$ cat src/logic/gate_volume_pkg.sv
// Shared constants and carrier types for the record-path gate and volume block.
// Assumes a 100 MHz system clock and an Avalon-MM register slave.
package gate_volume_pkg;
   // Register indexes (printed offsets, not multiples of four)
   localparam logic [7:0] gate_control_index = 8'h14;
   localparam logic [7:0] left_record_volume_index = 8'h15;
   localparam logic [7:0] right_record_volume_index = 8'h16;
   localparam logic [7:0] extra_settings_one_index = 8'h17;
   localparam logic [7:0] level_settings_index = 8'h13;
   localparam logic [7:0] rate_settings_index = 8'h1B;
   localparam logic [7:0] gate_status_index = 8'h20;
   // Register bit fields
   localparam int release_lsb = 12;
   localparam int attack_lsb = 8;
   localparam int threshold_lsb = 3;
   localparam int action_lsb = 1;
   localparam int gate_on_bit = 0;
   localparam int commit_bit = 8;
   localparam int oversample_bit = 5;
   localparam int style_bit = 8;
   localparam int target_gain_lsb = 10;
   localparam int left_level_bit = 0;
   localparam int right_level_bit = 1;
   localparam int rate_lsb = 0;
   // Reset values, and the high sample rate code
   localparam logic [15:0] gate_control_reset = 16'h3200;
   localparam logic [7:0] volume_reset = 8'hC0;
   localparam logic [15:0] extra_settings_reset = 16'h0100;
   localparam logic [15:0] level_settings_reset = 16'h1C00;
   localparam logic [2:0] rate_reset = 3'h0;
   localparam logic [2:0] rate_high = 3'h6;
   // Codes
   localparam logic [1:0] action_hold = 2'h0;
   localparam logic [1:0] action_mute = 2'h1;
   localparam logic [1:0] action_ramp = 2'h2;
   localparam logic [3:0] release_last = 4'hB;
   localparam logic [3:0] attack_last = 4'hA;
   localparam logic [7:0] volume_unity = 8'hC0;
   // Step time bases in ns, per 1.5 dB step, code 0000
   localparam int release_normal_ns = 410000;
   localparam int release_limit_ns = 82000;
   localparam int attack_normal_ns = 100000;
   localparam int attack_limit_ns = 20000;
   // Gain in 0.75 dB units; gate gain codes -23.25 then -18..+18 by 6 dB
   localparam logic [6:0] gain_floor = 7'h00;
   localparam logic [6:0] gain_step = 7'h02;
   // Sample carrier
   typedef struct packed {
      logic [23:0] left;
      logic [23:0] right;
   } sample_pair_type;
   typedef enum logic [2:0] {
      gate_idle = 3'b001,
      gate_attack = 3'b010,
      gate_release = 3'b100
   } gate_state_type;
endpackage

$ cat src/logic/gate_volume.sv
// Record-path noise gate, stereo record volume and oversampling select.
// Assumes an Avalon-MM master, samples arriving with valid/ready, 100 MHz clock.
//
// Our own choice: register access over Avalon-MM.
`timescale 1ns/1ps
`default_nettype none
// How it works
// - normal release 0.41ms/step doubling, codes C-F reserved
// - limiter release 0.082ms/step doubling to 168ms
// - high sample rates use normal release timing
// - normal attack 0.10ms/step doubling, B-F reserved
// - limiter attack 0.020ms/step doubling to 20.48ms
// - high sample rates use normal attack timing
// - gate triggers below 5-bit threshold level
// - action 00 freezes amplifier gain
// - action 01 mutes output at once
// - action 10 ramps gain to gate gain
// - gate acts only when enabled, off after reset
// - 8-bit volume, 00h mute, C0h unity
// - commit bit applies both volumes together
// - oversample bit picks 64x or 128x
// - 3-bit gate gain field sets target gain
module gate_volume #(
   parameter int sample_width = 24,
   parameter int clock_period_ns = 10, // Step timers divide the base times by this
   parameter int release_cycles_top = 84000000
) (
   // Clock, reset, enable
   input wire logic clk,
   input wire logic rst,
   input wire logic enable,
   // Avalon-MM slave
   input wire logic [7:0] address,
   input wire logic read,
   input wire logic write,
   input wire logic [31:0] writedata,
   input wire logic [3:0] byteenable,
   output logic [31:0] readdata,
   output logic waitrequest,
   // Level measurement, in 1.5 dB units above -76.5 dB
   input wire logic [5:0] input_level,
   // Sample stream in
   input wire gate_volume_pkg::sample_pair_type in_pair,
   input wire logic in_valid,
   output logic in_ready,
   // Sample stream out
   output gate_volume_pkg::sample_pair_type out_pair,
   output logic out_valid,
   input wire logic out_ready,
   // Analogue-side controls
   output logic [6:0] amplifier_gain,
   output logic oversample_high_select,
   output logic gate_triggered
);
   logic [15:0] gate_control; // Gate configuration
   logic [15:0] extra_settings_one; // Oversampling and spare bits
   logic [15:0] level_settings; // Style, target gain, level-control enables
   logic [2:0] rate_select; // Sample rate code
   logic [7:0] left_pending; // Written but not applied
   logic [7:0] right_pending;
   logic [7:0] left_record_gain; // Applied volumes
   logic [7:0] right_record_gain;
   logic access_done; // One wait state then answer
   logic [31:0] next_readdata;
   gate_volume_pkg::gate_state_type gate_state;
   logic [31:0] step_timer; // Cycles left in present step
   logic [31:0] step_length; // Cycles per 1.5 dB step
   logic [6:0] gain_target; // Gate gain in 0.75 dB units
   logic below_threshold;
   logic gate_active;
   logic normal_timing;
   logic mute_now;
   gate_volume_pkg::sample_pair_type scaled_pair;
   gate_volume_pkg::sample_pair_type buffer_out;
   logic buffer_valid;
   logic buffer_ready;
   logic [3:0] release_code;
   logic [3:0] attack_code;
   logic [6:0] gate_gain_code_scaled;
   logic ramp_action; // Gate fired with the ramp action chosen

   // Elaboration checks
   if (sample_width != 24)
      $error("sample_width must be 24");
   if (clock_period_ns < 1)
      $error("clock_period_ns must be positive");
   if (release_cycles_top < 1)
      $error("release_cycles_top must be positive");

   // Field picks
   assign release_code = gate_control[gate_volume_pkg::release_lsb +: 4];
   assign attack_code = gate_control[gate_volume_pkg::attack_lsb +: 4];

   // Bus answers after one wait state; unmapped reads give zero
   always_comb
   begin
      next_readdata = 32'h0000_0000;
      case (address)
         gate_volume_pkg::gate_control_index: next_readdata = {16'h0000, gate_control};
         gate_volume_pkg::left_record_volume_index: next_readdata = {24'h000000, left_pending};
         gate_volume_pkg::right_record_volume_index: next_readdata = {24'h000000, right_pending};
         gate_volume_pkg::extra_settings_one_index: next_readdata = {16'h0000, extra_settings_one};
         gate_volume_pkg::level_settings_index: next_readdata = {16'h0000, level_settings};
         gate_volume_pkg::rate_settings_index: next_readdata = {29'h00000000, rate_select};
         gate_volume_pkg::gate_status_index:
            next_readdata = {20'h00000, left_record_gain[0], 1'b0, gate_state, gate_triggered,
               amplifier_gain[6:2], 1'b0};
         default: next_readdata = 32'h0000_0000;
      endcase
   end

   // Handshake: waitrequest high until the answering cycle
   always_ff @(posedge clk or posedge rst)
   begin
      if (rst)
      begin
         access_done <= 1'b0;
         readdata <= 32'h0000_0000;
      end
      else if (enable)
      begin
         access_done <= (read || write) && !access_done;
         if (read && !access_done)
            readdata <= next_readdata;
      end
   end
   assign waitrequest = (read || write) && !access_done;

   // Configuration registers, written at the accepting edge
   always_ff @(posedge clk or posedge rst)
   begin
      if (rst)
      begin
         gate_control <= gate_volume_pkg::gate_control_reset;
         extra_settings_one <= gate_volume_pkg::extra_settings_reset;
         level_settings <= gate_volume_pkg::level_settings_reset;
         rate_select <= gate_volume_pkg::rate_reset;
      end
      else if (enable && write && access_done && byteenable[0])
      begin
         // Low byte enable alone writes the whole 16-bit field
         case (address)
            gate_volume_pkg::gate_control_index: gate_control <= writedata[15:0];
            gate_volume_pkg::extra_settings_one_index: extra_settings_one <= writedata[15:0];
            gate_volume_pkg::level_settings_index: level_settings <= writedata[15:0];
            gate_volume_pkg::rate_settings_index: rate_select <= writedata[2:0];
            default: ;
         endcase
      end
   end

   // Pending volumes and simultaneous commit
   always_ff @(posedge clk or posedge rst)
   begin
      if (rst)
      begin
         left_pending <= gate_volume_pkg::volume_reset;
         right_pending <= gate_volume_pkg::volume_reset;
         left_record_gain <= gate_volume_pkg::volume_reset;
         right_record_gain <= gate_volume_pkg::volume_reset;
      end
      else if (enable && write && access_done && byteenable[0])
      begin
         if (address == gate_volume_pkg::left_record_volume_index)
         begin
            left_pending <= writedata[7:0];
            if (writedata[gate_volume_pkg::commit_bit] && byteenable[1])
            begin
               left_record_gain <= writedata[7:0];
               right_record_gain <= right_pending;
            end
         end
         else if (address == gate_volume_pkg::right_record_volume_index)
         begin
            right_pending <= writedata[7:0];
            if (writedata[gate_volume_pkg::commit_bit] && byteenable[1])
            begin
               left_record_gain <= left_pending;
               right_record_gain <= writedata[7:0];
            end
         end
      end
   end

   // Oversampling ratio drive
   always_ff @(posedge clk or posedge rst)
   begin
      if (rst)
         oversample_high_select <= 1'b0;
      else if (enable)
         oversample_high_select <= extra_settings_one[gate_volume_pkg::oversample_bit];
   end

   // Threshold compare: code n is -76.5 + 1.5n dB
   assign below_threshold = input_level
      < {1'b0, gate_control[gate_volume_pkg::threshold_lsb +: 5]};
   assign gate_active = gate_control[gate_volume_pkg::gate_on_bit] && below_threshold;
   assign ramp_action = gate_active
      && gate_control[gate_volume_pkg::action_lsb +: 2] == gate_volume_pkg::action_ramp;

   // High rates force normal-style step timing
   assign normal_timing = !level_settings[gate_volume_pkg::style_bit]
      || (rate_select == gate_volume_pkg::rate_high);

   // Gate gain code in 0.75 dB units above -23.25 dB; code 0 sits 5.25 dB low
   assign gate_gain_code_scaled =
      7'(level_settings[gate_volume_pkg::target_gain_lsb +: 3]) * 7'h08;
   assign gain_target = (gate_gain_code_scaled == 7'h00) ? 7'h00
      : gate_gain_code_scaled - 7'h01;

   // Step length: base doubled per code, reserved codes clamp to the last
   always_comb
   begin
      step_length = 32'h0000_0001;
      if (gain_target > amplifier_gain)
      begin
         if (normal_timing)
            step_length = 32'(gate_volume_pkg::release_normal_ns / clock_period_ns)
               << ((release_code > gate_volume_pkg::release_last)
                  ? gate_volume_pkg::release_last : release_code);
         else
            step_length = 32'(gate_volume_pkg::release_limit_ns / clock_period_ns)
               << ((release_code > gate_volume_pkg::release_last)
                  ? gate_volume_pkg::release_last : release_code);
      end
      else
      begin
         if (normal_timing)
            step_length = 32'(gate_volume_pkg::attack_normal_ns / clock_period_ns)
               << ((attack_code > gate_volume_pkg::attack_last)
                  ? gate_volume_pkg::attack_last : attack_code);
         else
            step_length = 32'(gate_volume_pkg::attack_limit_ns / clock_period_ns)
               << ((attack_code > gate_volume_pkg::attack_last)
                  ? gate_volume_pkg::attack_last : attack_code);
      end
      if (step_length > 32'(release_cycles_top))
         step_length = 32'(release_cycles_top);
   end

   // Gate state and gain ramp, one 1.5 dB step per timer expiry
   always_ff @(posedge clk or posedge rst)
   begin
      if (rst)
      begin
         gate_state <= gate_volume_pkg::gate_idle;
         step_timer <= 32'h0000_0000;
         amplifier_gain <= gate_volume_pkg::gain_floor + 7'h1F;
         gate_triggered <= 1'b0;
         mute_now <= 1'b0;
      end
      else if (enable)
      begin
         gate_triggered <= gate_active;
         mute_now <= gate_active
            && gate_control[gate_volume_pkg::action_lsb +: 2] == gate_volume_pkg::action_mute;
         case (gate_state)
            gate_volume_pkg::gate_idle:
            begin
               // Hold and mute actions leave the gain where it is
               if (ramp_action)
               begin
                  gate_state <= gate_volume_pkg::gate_attack;
                  step_timer <= step_length;
               end
            end
            gate_volume_pkg::gate_attack:
            begin
               if (!ramp_action)
                  gate_state <= gate_volume_pkg::gate_idle;
               else if (step_timer > 32'h0000_0001)
                  step_timer <= step_timer - 32'h0000_0001;
               else if (amplifier_gain == gain_target)
                  gate_state <= gate_volume_pkg::gate_release;
               else
               begin
                  amplifier_gain <= (amplifier_gain > gain_target)
                     ? ((amplifier_gain - gain_target >= gate_volume_pkg::gain_step)
                        ? amplifier_gain - gate_volume_pkg::gain_step : gain_target)
                     : ((gain_target - amplifier_gain >= gate_volume_pkg::gain_step)
                        ? amplifier_gain + gate_volume_pkg::gain_step : gain_target);
                  step_timer <= step_length;
               end
            end
            gate_volume_pkg::gate_release:
            begin
               // Settled at target; leave when the gate opens
               if (!ramp_action)
                  gate_state <= gate_volume_pkg::gate_idle;
               else if (amplifier_gain != gain_target)
               begin
                  gate_state <= gate_volume_pkg::gate_attack;
                  step_timer <= step_length;
               end
            end
            default: gate_state <= gate_volume_pkg::gate_idle;
         endcase
      end
   end

   // Volume scale: code 0 mutes, C0h is exact unity, linear in code; loud codes may wrap
   function automatic logic [23:0] scale_sample(input logic [23:0] sample,
      input logic [7:0] gain, input logic silence);
      logic signed [33:0] product;
      product = 34'(signed'(sample)) * 34'(signed'({2'b00, gain}));
      if (silence || gain == 8'h00)
         scale_sample = 24'h000000;
      else
         scale_sample = 24'(product / 34'sd192);
   endfunction

   // Samples scaled as they enter the buffer
   assign scaled_pair.left = scale_sample(in_pair.left, left_record_gain, mute_now);
   assign scaled_pair.right = scale_sample(in_pair.right, right_record_gain, mute_now);

   pair_buffer #(
      .width(48)
   ) output_buffer (
      .clk(clk),
      .rst(rst),
      .enable(enable),
      .in_data(scaled_pair),
      .in_valid(in_valid),
      .in_ready(buffer_ready),
      .out_data(buffer_out),
      .out_valid(buffer_valid),
      .out_ready(out_ready || !out_valid)
   );

   // Registered output stage and back-pressure
   always_ff @(posedge clk or posedge rst)
   begin
      if (rst)
      begin
         out_pair <= '0;
         out_valid <= 1'b0;
      end
      else if (enable && (out_ready || !out_valid))
      begin
         out_pair <= buffer_out;
         out_valid <= buffer_valid;
      end
   end
   assign in_ready = buffer_ready;
endmodule
`default_nettype wire

$ cat src/logic/pair_buffer.sv
// Two-entry valid/ready buffer for sample pairs.
// Assumes one clock, active-high asynchronous reset and a clock enable.
`timescale 1ns/1ps
`default_nettype none
module pair_buffer #(
   parameter int width = 48
) (
   // Clock and reset
   input wire logic clk,
   input wire logic rst,
   input wire logic enable,
   // Fill side
   input wire logic [width-1:0] in_data,
   input wire logic in_valid,
   output logic in_ready,
   // Drain side
   output logic [width-1:0] out_data,
   output logic out_valid,
   input wire logic out_ready
);
   logic [width-1:0] store [2]; // Two slots
   logic write_ptr; // Next slot to fill
   logic read_ptr; // Next slot to drain
   logic [1:0] count; // Words held

   // Elaboration check
   if (width < 1)
      $error("width must be positive");

   // Honest full and empty
   assign in_ready = (count != 2'h2);
   assign out_valid = (count != 2'h0);
   assign out_data = store[read_ptr];

   // Slots and pointers
   always_ff @(posedge clk or posedge rst)
   begin
      if (rst)
      begin
         write_ptr <= 1'b0;
         read_ptr <= 1'b0;
         count <= 2'h0;
      end
      else if (enable)
      begin
         if (in_valid && in_ready)
         begin
            store[write_ptr] <= in_data;
            write_ptr <= ~write_ptr;
         end
         if (out_valid && out_ready)
            read_ptr <= ~read_ptr;
         count <= count + 2'((in_valid && in_ready) ? 1 : 0)
                  - 2'((out_valid && out_ready) ? 1 : 0);
      end
   end
endmodule
`default_nettype wire

$ cat config.mk
export PLATFORM = sky130hd
export DESIGN_NAME = gate_volume
export DESIGN_NICKNAME = d
export VERILOG_FILES = /design/src/logic/gate_volume_pkg.sv /design/src/logic/gate_volume.sv /design/src/logic/pair_buffer.sv
export SDC_FILE = /design/constraint.sdc
export NUM_CORES = 2
export LEC_CHECK = 0
export ABC_AREA = 1
export BUFFER_PORTS_ARGS = -buffer_cell sky130_fd_sc_hd__buf_2
export CAP_MARGIN = 20
export CORE_UTILIZATION = 52
export DETAILED_ROUTE_END_ITERATION = 10
export GPL_TIMING_DRIVEN = 0
export PLACE_DENSITY = 0.7
export SLEW_MARGIN = 20
export SYNTH_ARGS = -nofsm -noshare
export SYNTH_HDL_FRONTEND = slang
export SYNTH_HIERARCHICAL = 1
export SYNTH_SLANG_ARGS = --single-unit
$ cat constraint.sdc
create_clock -name clk -period 12.3 [get_ports clk]
set_clock_uncertainty 0.15 [all_clocks]
set_input_delay 0.615 -clock clk [delete_from_list [all_inputs] [get_ports clk]]
set_output_delay 0.615 -clock clk [all_outputs]
set_load 0.005 [all_outputs]
==> run_summary.xml <==
<?xml version="1.0" encoding="UTF-8"?>
<metrics>
  <group name="sta">
    <metric name="setup_viol_count_final" unit="">38</metric>
    <metric name="hold_viol" unit="">0</metric>
    <metric name="setup_ws" unit="ps">-140</metric>
    <metric name="hold_ws" unit="ps">201</metric>
    <metric name="timing.slew.headroom" unit="">0.300</metric>
    <metric name="finalCriticalPeriod" unit="ps">12440</metric>
    <metric name="achievable_frequency" unit="GHz">0.0804</metric>
    <metric name="worst-slew-pin-transition" unit="ps">1040</metric>
    <metric name="min_period_over_period" unit="">1.01</metric>
    <metric name="setup_repair_after_global_routing_missed_its_margin" unit="">true</metric>
    <metric name="timing_max_transition_violations_final" unit="">0</metric>
    <metric name="setup-tns-final" unit="ps">-2440</metric>
  </group>
  <group name="drt">
    <metric name="route.detailed.wl_per_inst" unit="microns">16.6</metric>
    <metric name="vias" unit="">33600</metric>
    <metric name="avgViaCountPerCell" unit="">5.35</metric>
    <metric name="drt.antenna.violating_nets" unit="">0</metric>
    <metric name="route.final.wire_length" unit="microns">104000</metric>
    <metric name="drc" unit="">0</metric>
    <metric name="firstDrtPassIters" unit="">6</metric>
    <metric name="initialDrtViolationCount" unit="">2431</metric>
  </group>
  <group name="placement">
    <metric name="place_congestion" unit="">0.926</metric>
    <metric name="dp_hpwl" unit="microns">76500</metric>
    <metric name="placed_cells_incl_taps" unit="">6064</metric>
    <metric name="buffer_ports.inserted" unit="">113</metric>
  </group>
  <group name="floorplan">
    <metric name="coreArea" unit="sq mm">0.0673</metric>
    <metric name="dieHeight" unit="microns">263</metric>
    <metric name="start_util" unit="">0.526</metric>
    <metric name="ios" unit="">197</metric>
    <metric name="die_area" unit="sq mm">0.0691</metric>
    <metric name="placementRows" unit="">95</metric>
    <metric name="die_width" unit="microns">263</metric>
  </group>
  <group name="logic_synthesis">
    <metric name="number_of_warning_messages_in_the_yosys_log" unit="">6</metric>
    <metric name="yosysTopAreaCell" unit="">sky130_fd_sc_hd__fa_1</metric>
    <metric name="synth-seq-area-share" unit="">0.222</metric>
    <metric name="synth.avg_cell_area" unit="sq um">7.00</metric>
    <metric name="netlist-cell-type-count" unit="">71</metric>
    <metric name="synth_cells" unit="">5059</metric>
    <metric name="synth_largest_type_area_fraction" unit="">0.171</metric>
    <metric name="async_flop_share" unit="">0.673</metric>
    <metric name="synth_top_cells_by_area" unit="">sky130_fd_sc_hd__fa_1, sky130_fd_sc_hd__nand2_1, sky130_fd_sc_hd__dfrtp_1</metric>
    <metric name="synth.ff_latch_count" unit="">294</metric>
    <metric name="synth_enable_flop_cells" unit="">96</metric>
    <metric name="mappedNetlistArea" unit="sq mm">0.0354</metric>
    <metric name="synth.most_common_cell" unit="">sky130_fd_sc_hd__nand2_1</metric>
    <metric name="synth_common_cells" unit="">sky130_fd_sc_hd__nand2_1, sky130_fd_sc_hd__inv_1, sky130_fd_sc_hd__nor2_1</metric>
    <metric name="synthFlopType" unit="">sky130_fd_sc_hd__dfrtp_1</metric>
  </group>
  <group name="clocking">
    <metric name="tritoncts_clock_tree" unit="">built</metric>
    <metric name="clock_sink_count" unit="">294</metric>
    <metric name="cts_root_buffer" unit="">sky130_fd_sc_hd__clkbuf_16</metric>
    <metric name="cts.clk_slew.worst_paths" unit="ps">60</metric>
    <metric name="clkLatencyLatePin" unit="ps">550</metric>
    <metric name="numCtsBuffers" unit="">27</metric>
    <metric name="clk_path_buf_depth" unit="">3</metric>
    <metric name="cts-htree-levels" unit="">1</metric>
  </group>
  <group name="power_and_ir_drop">
    <metric name="ir_drop" unit="uV">127</metric>
    <metric name="leakagePower" unit="nW">23.7</metric>
    <metric name="powerDensity" unit="mW/mm^2">76.5</metric>
  </group>
  <group name="outcome">
    <metric name="failed_checks" unit="">setup timing</metric>
    <metric name="run_status" unit="">finished with violations</metric>
  </group>
  <group name="setup_path">
    <metric name="timing.critical_path.arrival" unit="ps">12530</metric>
    <metric name="setup.worst_path.class" unit="">reg -&gt; reg</metric>
    <metric name="setup.worst_path.start" unit="">right_record_gain[3]</metric>
    <metric name="slowest_delay" unit="ps">590</metric>
    <metric name="worstPathMaxFanout" unit="">6</metric>
    <metric name="worst_ep_required_time" unit="ps">12390</metric>
    <metric name="crit_path_start_kind" unit="">flop</metric>
    <metric name="r2r_start" unit="">right_record_gain[3]</metric>
    <metric name="end_kind" unit="">flop</metric>
    <metric name="critical_path_cell_with_the_highest_stage_delay" unit="">sky130_fd_sc_hd__dfrtp_4</metric>
  </group>
  <group name="global_routing">
    <metric name="met2_usage" unit="">0.475</metric>
    <metric name="grt_pass1_wl" unit="microns">158000</metric>
    <metric name="grt_start_max_net_pins" unit="">100</metric>
    <metric name="grtUsageTotal" unit="">0.279</metric>
    <metric name="groute.layer.met1.usage" unit="">0.389</metric>
    <metric name="grt.overflow.total" unit="">0</metric>
    <metric name="first_global_vias" unit="">31200</metric>
    <metric name="grt_busiest_layer" unit="">met2</metric>
    <metric name="grt_antenna_before_repair" unit="">1</metric>
    <metric name="gr-usage-met3" unit="">0.0243</metric>
  </group>
  <group name="final_layout">
    <metric name="fillers" unit="">5659</metric>
    <metric name="finalNonFillerCells" unit="">6282</metric>
    <metric name="syn2layout_area_growth" unit="%">22.3</metric>
    <metric name="finalNetCount" unit="">5954</metric>
    <metric name="antennaDiodeCount" unit="">0</metric>
    <metric name="post_route_cells_drive_above_1_share" unit="">0.237</metric>
  </group>
  <group name="run">
    <metric name="drv_cap" unit="">0</metric>
  </group>
  <group name="worst_hold_path">
    <metric name="hold_start" unit="">writedata[13]</metric>
    <metric name="holdCritPathClass" unit="">in -&gt; reg</metric>
  </group>
</metrics>
## per-layer routing
layer,part of all wire,wire [microns]
met2,0.48,49900
met5,0,0
met4,0.029,3010
met3,0.058,6000
met1,0.43,45300
## state kept, by name (all words and copies together), names as in the netlist, 2 cells and up
register,count
output_buffer/store,96
out_pair,48
step_timer,32
extra_settings_one,16
gate_control,16
level_settings,16
readdata,16
left_pending,8
left_record_gain,8
right_pending,8
right_record_gain,8
amplifier_gain,7
gate_state,3
rate_select,3
output_buffer/count,2
## cells in the final DEF (no fill, tap or decap), types with 17 or more instances in the layout
| master | instances |
|---|---|
| sky130_fd_sc_hd__mux2_2 | 49 |
| sky130_fd_sc_hd__buf_6 | 21 |
| sky130_fd_sc_hd__nand3_2 | 49 |
| sky130_fd_sc_hd__clkbuf_16 | 36 |
| sky130_fd_sc_hd__nand2_4 | 72 |
| sky130_fd_sc_hd__nand2_1 | 1258 |
| sky130_fd_sc_hd__a221oi_1 | 24 |
| sky130_fd_sc_hd__nor3_1 | 44 |
| sky130_fd_sc_hd__nand4_1 | 74 |
| sky130_fd_sc_hd__inv_1 | 1068 |
| sky130_fd_sc_hd__ha_1 | 108 |
| sky130_fd_sc_hd__nor2_2 | 76 |
| sky130_fd_sc_hd__dfrtp_1 | 166 |
| sky130_fd_sc_hd__nand2_2 | 196 |
| sky130_fd_sc_hd__fa_1 | 293 |
| sky130_fd_sc_hd__a21oi_2 | 41 |
| sky130_fd_sc_hd__o21ai_1 | 27 |
| sky130_fd_sc_hd__nor2_4 | 53 |
| sky130_fd_sc_hd__o211ai_1 | 18 |
| sky130_fd_sc_hd__clkbuf_2 | 25 |
| sky130_fd_sc_hd__nand3_4 | 32 |
| sky130_fd_sc_hd__inv_2 | 54 |
| sky130_fd_sc_hd__nand3_1 | 136 |
| sky130_fd_sc_hd__buf_2 | 124 |
| sky130_fd_sc_hd__ha_4 | 45 |
| sky130_fd_sc_hd__nor2_1 | 212 |
| sky130_fd_sc_hd__buf_4 | 178 |
| sky130_fd_sc_hd__o21ai_0 | 197 |
| sky130_fd_sc_hd__clkbuf_8 | 17 |
| sky130_fd_sc_hd__edfxtp_1 | 96 |
| sky130_fd_sc_hd__dfstp_2 | 19 |
| sky130_fd_sc_hd__conb_1 | 18 |
| sky130_fd_sc_hd__clkbuf_1 | 71 |
| sky130_fd_sc_hd__xor2_1 | 72 |
| sky130_fd_sc_hd__a21oi_1 | 117 |
| sky130_fd_sc_hd__o21ai_2 | 43 |
## final timing paths
check                      slack [ps]  cells past startpoint                          to
max                              -140                     84  output_buffer/store[0][21]
min                               200                      3            gate_control[13]
max reg2reg                      -140                     84  output_buffer/store[0][21]
min reg2reg                       330                      1                 readdata[3]
max in group asynchronous       10340                      4        right_record_gain[2]
min in group asynchronous         440                      3      output_buffer/count[1]
## repair_timing
action                                  CTS  global route
gates cloned                              2             9
gates resized for setup                 191           790
endpoints found under the hold margin     4             0
buffers inserted                         29           144
hold buffers                              1             0
endpoints found under the setup margin   96            96
pin swaps                                17           307
## final cells by class
cell class	count	area, sq um	area share
Clock inverter	13	153	0.00353
Inverter	1131	4260	0.0984
Clock buffer	36	769	0.0178
Buffer	168	1200	0.0276
Multi-Input combinational cell	3466	25700	0.594
Timing Repair Buffer	301	2220	0.0512
Sequential cell	294	7900	0.182
Tap cell	873	1090	0.0252
## worst max-delay path: cells and delay by family (launching register included)
kind,cells,cell delay (ps)
AO/OA/AOI/OAI,17,2610
adder cells (fa/ha/maj),5,2250
buffers and inverters,11,1120
flip-flops,1,590
AND/OR/NAND/NOR,51,5400
## cell families (layout without fill, tap and decap cells)
kind of cell    Yosys count  in the layout  synth area share
compound gates          582            582            0.0952
xor+xnor                 95             95            0.0237
other cells               2             18          0.000212
mux                      49             49            0.0156
buf+inv                1315           1649             0.145
flops                   294            294             0.222
fa+ha+maj               460            460             0.227
simple gates           2262           2262             0.272
## per-stage QoR
stage | power [W] | instance area (sq um) | setup WS (ps) | util
2_1_floorplan | 0.00197 | 35500 | 1230 | -
3_3_place_gp | 0.00230 | 37100 | -907 | 0.552
3_5_place_dp | 0.00232 | 37200 | -1070 | 0.553
4_1_cts | 0.00320 | 39000 | 2.53 | 0.579
5_1_grt | 0.00350 | 43300 | -869 | 0.644
6_report | 0.00331 | 43300 | -140 | 0.644
## where the power goes
group | total (W) | internal (W) | switching [W]
clock | 0.000875 | 0.000504 | 0.000371
sequential | 0.00129 | 0.00117 | 0.000118
combinational | 0.00115 | 0.000436 | 0.000714
total | 0.00331 | 0.00211 | 0.00120
No activity file was read; power rests on OpenSTA's default activity.
